==> src/verilog/syd_pkg.sv <==
// constants shared by the sync activity block and its pulse monitor
// assumes a single 20 MHz clock and an AXI4-Lite master for register access
package syd_pkg;
    // clock
    localparam int unsigned CLK_HZ = 20000000;
    // register indices, byte address is four times the index
    localparam logic [5:0] IDX_STATUS = 6'h01;
    localparam logic [5:0] IDX_POLARITY = 6'h02;
    localparam logic [5:0] IDX_SLICER = 6'h04;
    localparam logic [5:0] IDX_INCFG = 6'h05;
    // reset values
    localparam logic [7:0] SLICER_RST = 8'h16;
    localparam logic [7:0] INCFG_RST = 8'h00;
    // field positions
    localparam int SLICER_LPF_BIT = 4;
    localparam int INCFG_CH_BIT = 0;
    localparam int INCFG_SRC_LSB = 3;
    localparam int STAT_TRI_BIT = 6;
    localparam int STAT_COMP_BIT = 7;
    // monitor slots: line 1:0, frame 3:2, green 5:4, trilevel 7:6
    localparam int NUM_MON = 8;
    localparam int MON_LINE = 0;
    localparam int MON_FRAME = 2;
    localparam int MON_GREEN = 4;
    localparam int MON_TRI = 6;
    localparam logic [7:0] STRICT_MASK = 8'h30;
    // sync source select in the input configuration register
    typedef enum logic [1:0] {
        SYD_SRC_SEPARATE = 2'b00,
        SYD_SRC_COMP_LINE = 2'b01,
        SYD_SRC_GREEN = 2'b10,
        SYD_SRC_GREEN_ALT = 2'b11
    } syd_src_t;
    // timing
    localparam int CNT_W = 12;
    localparam int unsigned IDLE_US = 200;
    localparam logic [11:0] IDLE_CYC = 12'(IDLE_US * (CLK_HZ / 1000000));
    localparam logic [6:0] RUN_LEN = 7'd64;
    localparam logic [11:0] PULSE_TOL = 12'd2;
    localparam int unsigned LPF_NS = 100;
    localparam logic [1:0] LPF_CYC = 2'((LPF_NS * (CLK_HZ / 1000000) + 999) / 1000);
    localparam int unsigned LONG_PULSE_NS = 10000;
    localparam logic [11:0] LONG_CYC = 12'(LONG_PULSE_NS / (1000000000 / CLK_HZ));
    localparam int unsigned COMP_WINDOW_MS = 50;
    localparam int unsigned COMP_WINDOW_CYC = COMP_WINDOW_MS * (CLK_HZ / 1000);
    // axi responses
    localparam logic [1:0] RESP_OKAY = 2'h0;
    localparam logic [1:0] RESP_SLVERR = 2'h2;
endpackage

==> src/verilog/syd_mon_if.sv <==
// carrier between the sync block top and its pulse monitor
// assumes both ends run on the same clock
`timescale 1ns/10ps
`default_nettype none
interface syd_mon_if;
    logic [7:0] level;
    logic [7:0] active;
    logic [7:0] polarity;
    logic [6:0] run_green0;
    modport mon (input level, output active, output polarity, output run_green0);
    modport user (output level, input active, input polarity, input run_green0);
endinterface
`default_nettype wire

==> src/verilog/syd_sync_mon.sv <==
// pulse activity and polarity monitor for eight synchronised sync levels
// assumes levels arrive already synchronised to aclk
`timescale 1ns/10ps
`default_nettype none
module syd_sync_mon (
    input wire logic aclk,
    input wire logic aresetn,
    syd_mon_if.mon mon
);
    typedef struct packed {
        logic [7:0] prev;
        logic [7:0][11:0] hi_cnt;
        logic [7:0][11:0] per_cnt;
        logic [7:0][11:0] last_hi;
        logic [7:0][11:0] last_per;
        logic [7:0][6:0] run;
        logic [7:0] active;
        logic [7:0] pol;
    } syd_mon_state_t;

    syd_mon_state_t q, d;

    // sampling jitter of an async edge is one cycle each side, hence a tolerance
    function automatic logic syd_near(input logic [11:0] a, input logic [11:0] b);
        return ((a > b) ? (a - b) : (b - a)) <= syd_pkg::PULSE_TOL;
    endfunction

    // per slot: measure period and high time, count matching pulses, time out idle
    always_comb
    begin
        logic match;
        match = 1'b0;
        d = q;
        d.prev = mon.level;
        for (int k = 0; k < syd_pkg::NUM_MON; k++)
        begin
            if (q.per_cnt[k] != syd_pkg::IDLE_CYC)
            begin
                d.per_cnt[k] = q.per_cnt[k] + 12'd1;
            end
            if (mon.level[k] && q.hi_cnt[k] != syd_pkg::IDLE_CYC)
            begin
                d.hi_cnt[k] = q.hi_cnt[k] + 12'd1;
            end
            if (mon.level[k] && !q.prev[k])
            begin
                match = syd_near(q.per_cnt[k], q.last_per[k]) && syd_near(q.hi_cnt[k], q.last_hi[k]);
                d.run[k] = !match ? 7'd1 : (q.run[k] == syd_pkg::RUN_LEN) ? q.run[k] : q.run[k] + 7'd1;
                // strict slots need the full run of equal pulses, others one pulse R9 R11
                d.active[k] = syd_pkg::STRICT_MASK[k] ? (d.run[k] == syd_pkg::RUN_LEN) : 1'b1;
                // mostly high means the sync pulse itself is the low part
                d.pol[k] = q.hi_cnt[k] > (q.per_cnt[k] - q.hi_cnt[k]);
                d.last_per[k] = q.per_cnt[k];
                d.last_hi[k] = q.hi_cnt[k];
                d.per_cnt[k] = 12'd0;
                d.hi_cnt[k] = 12'd0;
            end
            else if (q.per_cnt[k] == syd_pkg::IDLE_CYC)
            begin
                d.active[k] = 1'b0;
                d.run[k] = 7'd0;
            end
        end
    end

    always_ff @(posedge aclk)
    begin
        if (!aresetn)
        begin
            q <= '0;
        end
        else
        begin
            q <= d;
        end
    end

    assign mon.active = q.active;
    assign mon.polarity = q.pol;
    assign mon.run_green0 = q.run[syd_pkg::MON_GREEN];
endmodule
`default_nettype wire

==> src/verilog/syd_sync_top.sv <==
// sync activity, polarity and type detection with sync pass-through and markers
// assumes an AXI4-Lite master on aclk; sync pins are asynchronous to aclk
//
// Register access over AXI4-Lite was left to the implementer.
`timescale 1ns/10ps
`default_nettype none
// How it works
// all six sync inputs are watched; activity and polarity readable in two registers
// firmware walks the source table in order, stopping at first match
// line and frame both active means separate sync
// line only active: firmware selects composite on line and checks present bit
// only green active means composite on green; trilevel bit hints trilevel
// no line, frame or green activity means no valid source
// firmware confirms composite sources by selecting them and reading present bit
// firmware prefers line and frame activity over green activity
// green activity sets only after 64 equal pulses of same period and duty
// firmware trusts green activity only while line activity is clear
// trilevel detect sets without any run of pulses
// firmware trusts trilevel only with line clear and green set
// firmware polls trilevel several times; any one reads as likely
// composite present sets on slow repeating long pulses within chosen source
// firmware keeps the green low pass filter enabled
// pass-through sync outputs are plain copies, never resampled
// line and frame markers come from clocked logic; line marker starts lines
// detectors and pass-through keep running in power down
// pass-through line output copies selected line or green input unchanged
// green selection passes the whole embedded waveform to line output
// status bits follow live detection; reads have no side effect
module syd_sync_top #(
    parameter int unsigned COMP_WINDOW_CYC = syd_pkg::COMP_WINDOW_CYC
) (
    input wire logic aclk,
    input wire logic aresetn,
    input wire logic [7:0] s_axi_awaddr,
    input wire logic s_axi_awvalid,
    output logic s_axi_awready,
    input wire logic [31:0] s_axi_wdata,
    input wire logic [3:0] s_axi_wstrb,
    input wire logic s_axi_wvalid,
    output logic s_axi_wready,
    output logic [1:0] s_axi_bresp,
    output logic s_axi_bvalid,
    input wire logic s_axi_bready,
    input wire logic [7:0] s_axi_araddr,
    input wire logic s_axi_arvalid,
    output logic s_axi_arready,
    output logic [31:0] s_axi_rdata,
    output logic [1:0] s_axi_rresp,
    output logic s_axi_rvalid,
    input wire logic s_axi_rready,
    input wire logic [1:0] line_sync_in,
    input wire logic [1:0] frame_sync_in,
    input wire logic [1:0] green_embedded_sync_input,
    input wire logic [1:0] trilevel_in,
    input wire logic power_down,
    output logic line_sync_out,
    output logic frame_sync_out,
    output logic line_start_marker,
    output logic frame_marker
);
    typedef struct packed {
        logic [7:0] s1;
        logic [7:0] s2;
        logic pd1;
        logic pd2;
        logic [1:0][1:0] lpf_cnt;
        logic [1:0] green_f;
        logic sel_prev;
        logic line_mark;
        logic frame_mark;
        logic [11:0] cw;
        logic [31:0] cwin;
        logic comp_seen;
        logic comp_present;
        logic aw_got;
        logic w_got;
        logic [7:0] awaddr;
        logic [7:0] wdata;
        logic wstrb0;
        logic bvalid;
        logic [1:0] bresp;
        logic rvalid;
        logic [1:0] rresp;
        logic [31:0] rdata;
        logic [7:0] slicer_cfg;
        logic [7:0] in_cfg;
    } syd_top_state_t;

    syd_top_state_t q, d;
    syd_mon_if mon_bus ();
    logic ch;
    syd_pkg::syd_src_t src;
    logic src_green;
    logic comp_sel;
    logic sel_norm;
    logic frame_norm;
    logic [7:0] status;

    // word address match; upper address bits must be zero
    function automatic logic syd_hit(input logic [7:0] addr, input logic [5:0] idx);
        return addr[7:2] == idx;
    endfunction

    // map of readable registers, unmapped words flag an error
    function automatic logic syd_mapped(input logic [7:0] addr);
        return syd_hit(addr, syd_pkg::IDX_STATUS) || syd_hit(addr, syd_pkg::IDX_POLARITY) ||
            syd_hit(addr, syd_pkg::IDX_SLICER) || syd_hit(addr, syd_pkg::IDX_INCFG);
    endfunction

    syd_sync_mon u_mon (
        .aclk(aclk),
        .aresetn(aresetn),
        .mon(mon_bus.mon)
    );

    // source selection from the input configuration register
    assign ch = q.in_cfg[syd_pkg::INCFG_CH_BIT];
    assign src = syd_pkg::syd_src_t'(q.in_cfg[syd_pkg::INCFG_SRC_LSB +: 2]);
    assign src_green = (src == syd_pkg::SYD_SRC_GREEN) || (src == syd_pkg::SYD_SRC_GREEN_ALT);
    assign comp_sel = src != syd_pkg::SYD_SRC_SEPARATE;

    // pass-through is pure muxing of the pins, no flop, so width and jitter survive
    assign line_sync_out = src_green ? green_embedded_sync_input[ch] : line_sync_in[ch];
    assign frame_sync_out = frame_sync_in[ch];

    // monitor feeds: green goes through the optional low pass filter
    assign mon_bus.level = {q.s2[7:6], q.green_f, q.s2[3:0]};

    // selected line-type source and frame source, folded to active high
    assign sel_norm = src_green ? (q.green_f[ch] ^ mon_bus.polarity[syd_pkg::MON_GREEN + ch])
        : (q.s2[syd_pkg::MON_LINE + ch] ^ mon_bus.polarity[syd_pkg::MON_LINE + ch]);
    assign frame_norm = q.s2[syd_pkg::MON_FRAME + ch] ^ mon_bus.polarity[syd_pkg::MON_FRAME + ch];

    // status is read live from the monitor, nothing latches on a read
    assign status = {q.comp_present, mon_bus.active[syd_pkg::MON_TRI + ch],
        mon_bus.active[5:0]};

    // one combined next-state process: sync, filter, markers, composite, registers
    always_comb
    begin
        d = q;
        // two-flop synchronisers; s1 is read by s2 only
        d.s1 = {trilevel_in, green_embedded_sync_input, frame_sync_in, line_sync_in};
        d.s2 = q.s1;
        d.pd1 = power_down;
        d.pd2 = q.pd1;
        // green filter: a level must persist before it is accepted
        for (int c = 0; c < 2; c++)
        begin
            if (!q.slicer_cfg[syd_pkg::SLICER_LPF_BIT] || q.s2[syd_pkg::MON_GREEN + c] == q.green_f[c])
            begin
                d.lpf_cnt[c] = 2'd0;
                d.green_f[c] = q.s2[syd_pkg::MON_GREEN + c];
            end
            else if (q.lpf_cnt[c] == syd_pkg::LPF_CYC - 2'd1)
            begin
                d.lpf_cnt[c] = 2'd0;
                d.green_f[c] = q.s2[syd_pkg::MON_GREEN + c];
            end
            else
            begin
                d.lpf_cnt[c] = q.lpf_cnt[c] + 2'd1;
            end
        end
        // markers idle in power down; trailing edge of sync starts a line
        d.sel_prev = sel_norm;
        d.line_mark = q.sel_prev && !sel_norm && !q.pd2;
        d.frame_mark = frame_norm && !q.pd2;
        // composite present: long pulses inside the line-type source, repeating
        if (!comp_sel)
        begin
            d.cw = 12'd0;
            d.cwin = 32'd0;
            d.comp_seen = 1'b0;
            d.comp_present = 1'b0;
        end
        else
        begin
            if (sel_norm && q.cw != syd_pkg::LONG_CYC)
            begin
                d.cw = q.cw + 12'd1;
            end
            else if (!sel_norm)
            begin
                d.cw = 12'd0;
            end
            if (q.sel_prev && !sel_norm && q.cw == syd_pkg::LONG_CYC)
            begin
                d.comp_present = q.comp_seen;
                d.comp_seen = 1'b1;
                d.cwin = 32'd0;
            end
            else if (q.cwin == COMP_WINDOW_CYC - 1)
            begin
                d.comp_present = 1'b0;
                d.comp_seen = 1'b0;
                d.cwin = 32'd0;
            end
            else
            begin
                d.cwin = q.cwin + 32'd1;
            end
        end
        // write path: address and data in either order, response after both
        if (s_axi_awvalid && s_axi_awready)
        begin
            d.aw_got = 1'b1;
            d.awaddr = s_axi_awaddr;
        end
        if (s_axi_wvalid && s_axi_wready)
        begin
            d.w_got = 1'b1;
            d.wdata = s_axi_wdata[7:0];
            d.wstrb0 = s_axi_wstrb[0];
        end
        if (q.aw_got && q.w_got)
        begin
            d.aw_got = 1'b0;
            d.w_got = 1'b0;
            d.bvalid = 1'b1;
            d.bresp = syd_mapped(q.awaddr) ? syd_pkg::RESP_OKAY : syd_pkg::RESP_SLVERR;
            // status words are read-only, writes to them are dropped silently
            if (q.wstrb0 && syd_hit(q.awaddr, syd_pkg::IDX_SLICER))
            begin
                d.slicer_cfg = q.wdata;
            end
            if (q.wstrb0 && syd_hit(q.awaddr, syd_pkg::IDX_INCFG))
            begin
                d.in_cfg = q.wdata;
            end
        end
        if (q.bvalid && s_axi_bready)
        begin
            d.bvalid = 1'b0;
        end
        // read path: data captured at the address handshake
        if (s_axi_arvalid && s_axi_arready)
        begin
            d.rvalid = 1'b1;
            d.rresp = syd_mapped(s_axi_araddr) ? syd_pkg::RESP_OKAY : syd_pkg::RESP_SLVERR;
            d.rdata = 32'h00000000;
            if (syd_hit(s_axi_araddr, syd_pkg::IDX_STATUS))
            begin
                d.rdata[7:0] = status;
            end
            else if (syd_hit(s_axi_araddr, syd_pkg::IDX_POLARITY))
            begin
                d.rdata[7:0] = {2'b00, mon_bus.polarity[5:0]};
            end
            else if (syd_hit(s_axi_araddr, syd_pkg::IDX_SLICER))
            begin
                d.rdata[7:0] = q.slicer_cfg;
            end
            else if (syd_hit(s_axi_araddr, syd_pkg::IDX_INCFG))
            begin
                d.rdata[7:0] = q.in_cfg;
            end
        end
        else if (q.rvalid && s_axi_rready)
        begin
            d.rvalid = 1'b0;
        end
    end

    // register the whole state; configuration resets to its defaults
    always_ff @(posedge aclk)
    begin
        if (!aresetn)
        begin
            q <= '0;
            q.slicer_cfg <= syd_pkg::SLICER_RST;
            q.in_cfg <= syd_pkg::INCFG_RST;
        end
        else
        begin
            q <= d;
        end
    end

    // bus handshakes: one write and one read outstanding at most
    assign s_axi_awready = !q.aw_got && !q.bvalid;
    assign s_axi_wready = !q.w_got && !q.bvalid;
    assign s_axi_bvalid = q.bvalid;
    assign s_axi_bresp = q.bresp;
    assign s_axi_arready = !q.rvalid;
    assign s_axi_rvalid = q.rvalid;
    assign s_axi_rdata = q.rdata;
    assign s_axi_rresp = q.rresp;
    assign line_start_marker = q.line_mark;
    assign frame_marker = q.frame_mark;
endmodule
`default_nettype wire

==> config.mk <==
export PLATFORM = sky130hd
export DESIGN_NAME = syd_sync_top
export DESIGN_NICKNAME = d
export VERILOG_FILES = /design/src/verilog/syd_pkg.sv /design/src/verilog/syd_mon_if.sv /design/src/verilog/syd_sync_mon.sv /design/src/verilog/syd_sync_top.sv
export SDC_FILE = /design/constraint.sdc
export NUM_CORES = 1
export LEC_CHECK = 0
export BUFFER_PORTS_ARGS = -buffer_cell sky130_fd_sc_hd__buf_2
export CORE_MARGIN = 4
export CORE_UTILIZATION = 40
export DETAILED_ROUTE_END_ITERATION = 10
export HOLD_SLACK_MARGIN = 0.03
export SYNTH_ARGS = -nofsm -noshare
export SYNTH_HDL_FRONTEND = slang
export SYNTH_SLANG_ARGS = --single-unit
export TNS_END_PERCENT = 50
==> constraint.sdc <==
create_clock -name aclk -period 3.3 [get_ports aclk]
set_input_delay 0.495 -clock aclk [delete_from_list [all_inputs] [get_ports aclk]]
set_output_delay 0.495 -clock aclk [all_outputs]
set_load 0.02 [all_outputs]
==> impl_metrics.json <==
{
  "status": "finished with violations",
  "violations": "negative setup slack",
  "ys_warn_count": 0,
  "grt_use_total_pct": 18.15,
  "max_cap_viol_count": 0,
  "cp_slowest_stage_delay_ns": 0.34,
  "endpoint_kind": "flip-flop",
  "grt_pass1_wl_mm": 104.3,
  "worst_hold_path.endpoint": "s_axi_rvalid$_SDFFE_PN0P_",
  "avgSynthCellArea_um2": 7.937,
  "slowest_stage": "a2111oi_4",
  "clock_sinks": 370,
  "highest_layer": "met4",
  "crit_top_cell": "buf_4",
  "grt_max_degree": 111,
  "clock_latency_ns": 0.59,
  "worst_r2r_endpoint": "u_mon.mon.polarity[1]$_SDFFE_PN0P_",
  "finalMaxSlewViolations": 0,
  "layout.nets": 3841,
  "r2r.worst_path.cells": 21,
  "dieArea_um2": 67840,
  "synth_top_area_share_pct": 29.05,
  "hold_violations": 0,
  "ios": 113,
  "tns_ns": -0.1226,
  "r2r_slack_ns": -0.09,
  "drtIter0Drc": 1319,
  "worst_slew_pin_slew_ns": 0.8649,
  "syn_inst": 3212,
  "clock_skew_ns": 0.02490,
  "timing.critical_path.max_delay_family": "compound AO/OA/AOI/OAI gates",
  "crit_path_max_fanout": 2,
  "synth_flop_cell": "dfxtp_1",
  "min-delay-start": "s_axi_rready",
  "diodes": 0,
  "synth_top_cell_by_area": "dfxtp_1",
  "ys_types": 81,
  "slew_headroom_pct": 42.20,
  "wirelength_mm": 63.25,
  "vias": 22430,
  "crit_chain": "inv_2 -> ha_4 -> inv_2 -> fa_2 -> a21o_1 -> a21oi_2 -> o21ai_1 -> a21oi_2 -> buf_4 -> buf_4 -> buf_4 -> buf_4 -> xnor2_1 -> ha_1 -> a21o_1 -> a21oi_2 -> nor2_2 -> a2111oi_4 -> nor3_2 -> a21oi_1 -> nor2_1",
  "cts_tree": "built",
  "grt_pass1_vias": 21096,
  "dpl_worst_slack_ns": -0.2548,
  "fmax_mhz": 294.7,
  "period_share_pct": 102.8,
  "place.gp.congestion": 0.8435,
  "h-tree-depth": 2,
  "r2r_start": "u_mon.q[276]$_SDFFE_PP0N_",
  "start_util_pct": 40.42,
  "cts_made_buffers": 46,
  "cts-root-buf": "clkbuf_16",
  "viasPerCell": 5.132,
  "hold_depth": 2,
  "grt_antenna_before_repair": 1,
  "grt_setup_unrepaired": "true",
  "rows": 92,
  "grt_overflow": 0,
  "clkTransAtPathRegs_ns": 0.06,
  "worstPathArrival_ns": 3.84,
  "io_buffers": 55,
  "syn-cell-area_um2": 25490,
  "clock_path_buffers": 3,
  "irDropWorstVdd_uv": 412.5,
  "synth_edf_count": 0,
  "core_um2": 63080,
  "worst_slack_ns": -0.09368,
  "power.density_nw_per_um2": 373.2,
  "dr_wl_met3_mm": 2.568,
  "final_layout_size_suffix_gt1_share_pct": 16.96,
  "ant_nets": 0,
  "ys_seq_area_share_pct": 29.05,
  "path_buf_inv": 6,
  "path_class": "reg2reg",
  "dr.pass1.iters": 5,
  "wl_met1_mm": 31.01,
  "drc_errors": 0,
  "setup_viol": 2,
  "worstPathRequired_ns": 3.75,
  "p_leak_nw": 12.52,
  "synth-async-reset-ratio_pct": 0,
  "wl_per_cell_um": 14.47,
  "dp_hpwl_mm": 46.59,
  "ys_top_cells_by_area": "dfxtp_1 29%, ha_1 13%, xnor2_1 6.5%, nor2_1 5.1%, a21oi_1 4.6%",
  "wl_met2_mm": 28.23,
  "die_w_um": 260.5,
  "fin_crit_ns": 3.394,
  "cp-start-kind": "flip-flop",
  "hp-class": "in2reg",
  "hold_slack_ns": 0.07969,
  "area_delta_synth_final_pct": 20.18,
  "die_y_um": 260.5,
  "synth-seq-cells": 370
}
## report_power, final
group	switching [W]	total (W)	internal, W
clock network	0.00206	0.00522	0.00317
logic	0.000855	0.00162	0.000762
registers	0.0000549	0.00460	0.00454
## how the worst max path moves through the flow
| stage | startpoint | end | slack [ns] | cells after the start |
|---|---|---|---|---|
| floorplan | u_mon.q[312]$_SDFFE_PP0N_ | u_mon.mon.polarity[4]$_SDFFE_PN0P_ | -0.01 | 19 |
| global placement | u_mon.q[312]$_SDFFE_PP0N_ | u_mon.mon.polarity[4]$_SDFFE_PN0P_ | -0.19 | 19 |
| detailed placement | u_mon.q[420]$_SDFFE_PP0P_ | u_mon.mon.polarity[5]$_SDFFE_PN0P_ | -0.25 | 19 |
| CTS | u_mon.q[385]$_SDFFE_PP0P_ | u_mon.mon.polarity[2]$_SDFFE_PN0P_ | -0.08 | 18 |
| global route | u_mon.q[276]$_SDFFE_PP0N_ | u_mon.mon.polarity[1]$_SDFFE_PN0P_ | -0.26 | 21 |
| finish | u_mon.q[276]$_SDFFE_PP0N_ | u_mon.mon.polarity[1]$_SDFFE_PN0P_ | -0.09 | 21 |
## cell usage in the layout, fill, tap and decap left out, types with 36 or more instances in the layout
master and n:
nand2_1 291, nand2b_1 47, nor3_1 75, inv_1 237, a21o_1 52, nand4_1 69, and3_1 42, nor2b_1 44
xnor2_1 188, nor2_1 346, buf_4 284, xor2_1 81, o21ai_0 98, buf_2 55, nand3_1 117, dfxtp_1 353
a21oi_1 205, mux2i_1 50, and2_1 36, clkbuf_16 46, ha_1 257
## state kept, by name, indices dropped and copies added (netlist names)
name,count
s_axi_rvalid,1
ch,1
u_mon.mon.active,8
u_mon.mon.run_green0,7
u_mon.q,231
s_axi_rdata,8
q,86
line_start_marker,1
d,9
u_mon.mon.polarity,6
s_axi_bvalid,1
frame_marker,1
mon_bus.level,8
s_axi_rresp,1
s_axi_bresp,1
## layer usage
metal,vias to the layer above,track usage (%)
li1,11621,-
met3,100,2.843
met5,-,0
met4,0,4.518
met2,340,29.29
met1,10369,25.44
## cell families (layout without fill, tap and decap cells)
logic type	Yosys count	in the layout	synth area share [%]
other	1	26	0.01471
AO/OA/AOI/OAI	620	620	15.16
buffers and inverters	384	672	6.321
XOR/XNOR	271	271	9.310
flip-flops	370	370	29.05
AND/OR/NAND/NOR	1220	1220	23.21
adder cells (fa/ha/maj)	281	281	14.20
multiplexers	65	65	2.729
## cell usage after synthesis, types with 10 or more instances
cell,n
a2111oi_0,14
a211oi_1,30
a21boi_0,10
a21o_1,52
a21oi_1,235
a221oi_1,10
a31oi_1,14
and2_1,36
and3_1,42
buf_2,19
buf_4,37
clkbuf_1,72
dfxtp_1,370
fa_1,14
ha_1,267
inv_1,249
mux2_2,12
mux2i_1,50
nand2_1,291
nand2b_1,50
nand3_1,118
nand4_1,69
nand4b_1,13
nor2_1,348
nor2b_1,48
nor3_1,80
nor4_1,37
o2111ai_1,14
o211ai_1,11
o21a_1,15
o21ai_0,131
o21bai_1,12
or2_2,15
or3_1,31
xnor2_1,190
xor2_1,81
## through the flow
step	instances	cell area [um2]	power (W)	utilization, %
finish	4371	30640	0.01143	48.57
global route	4371	30640	0.01197	48.57
CTS	4363	30190	0.01149	47.85
detailed placement	4249	28190	0.006107	44.69
global placement	4249	28190	0.006096	44.69
floorplan	3237	25650	0.005656	-
## repair_timing
action,CTS,global route
gates cloned,0,0
gates resized for setup,65,111
buffers inserted,33,8
pin swaps,59,68
endpoints found under the setup margin,21,22
hold buffers,0,0
## final cells by class
cell class	count	area, um2
tap	846	1059
sequential	370	7433
fill	6223	32440
inverter	249	937.1
multi-input combinational	2483	17180
timing repair buffer	342	2459
clock buffer	61	1297
clock inverter	20	277.8
Power figures use the tool's default switching activity.
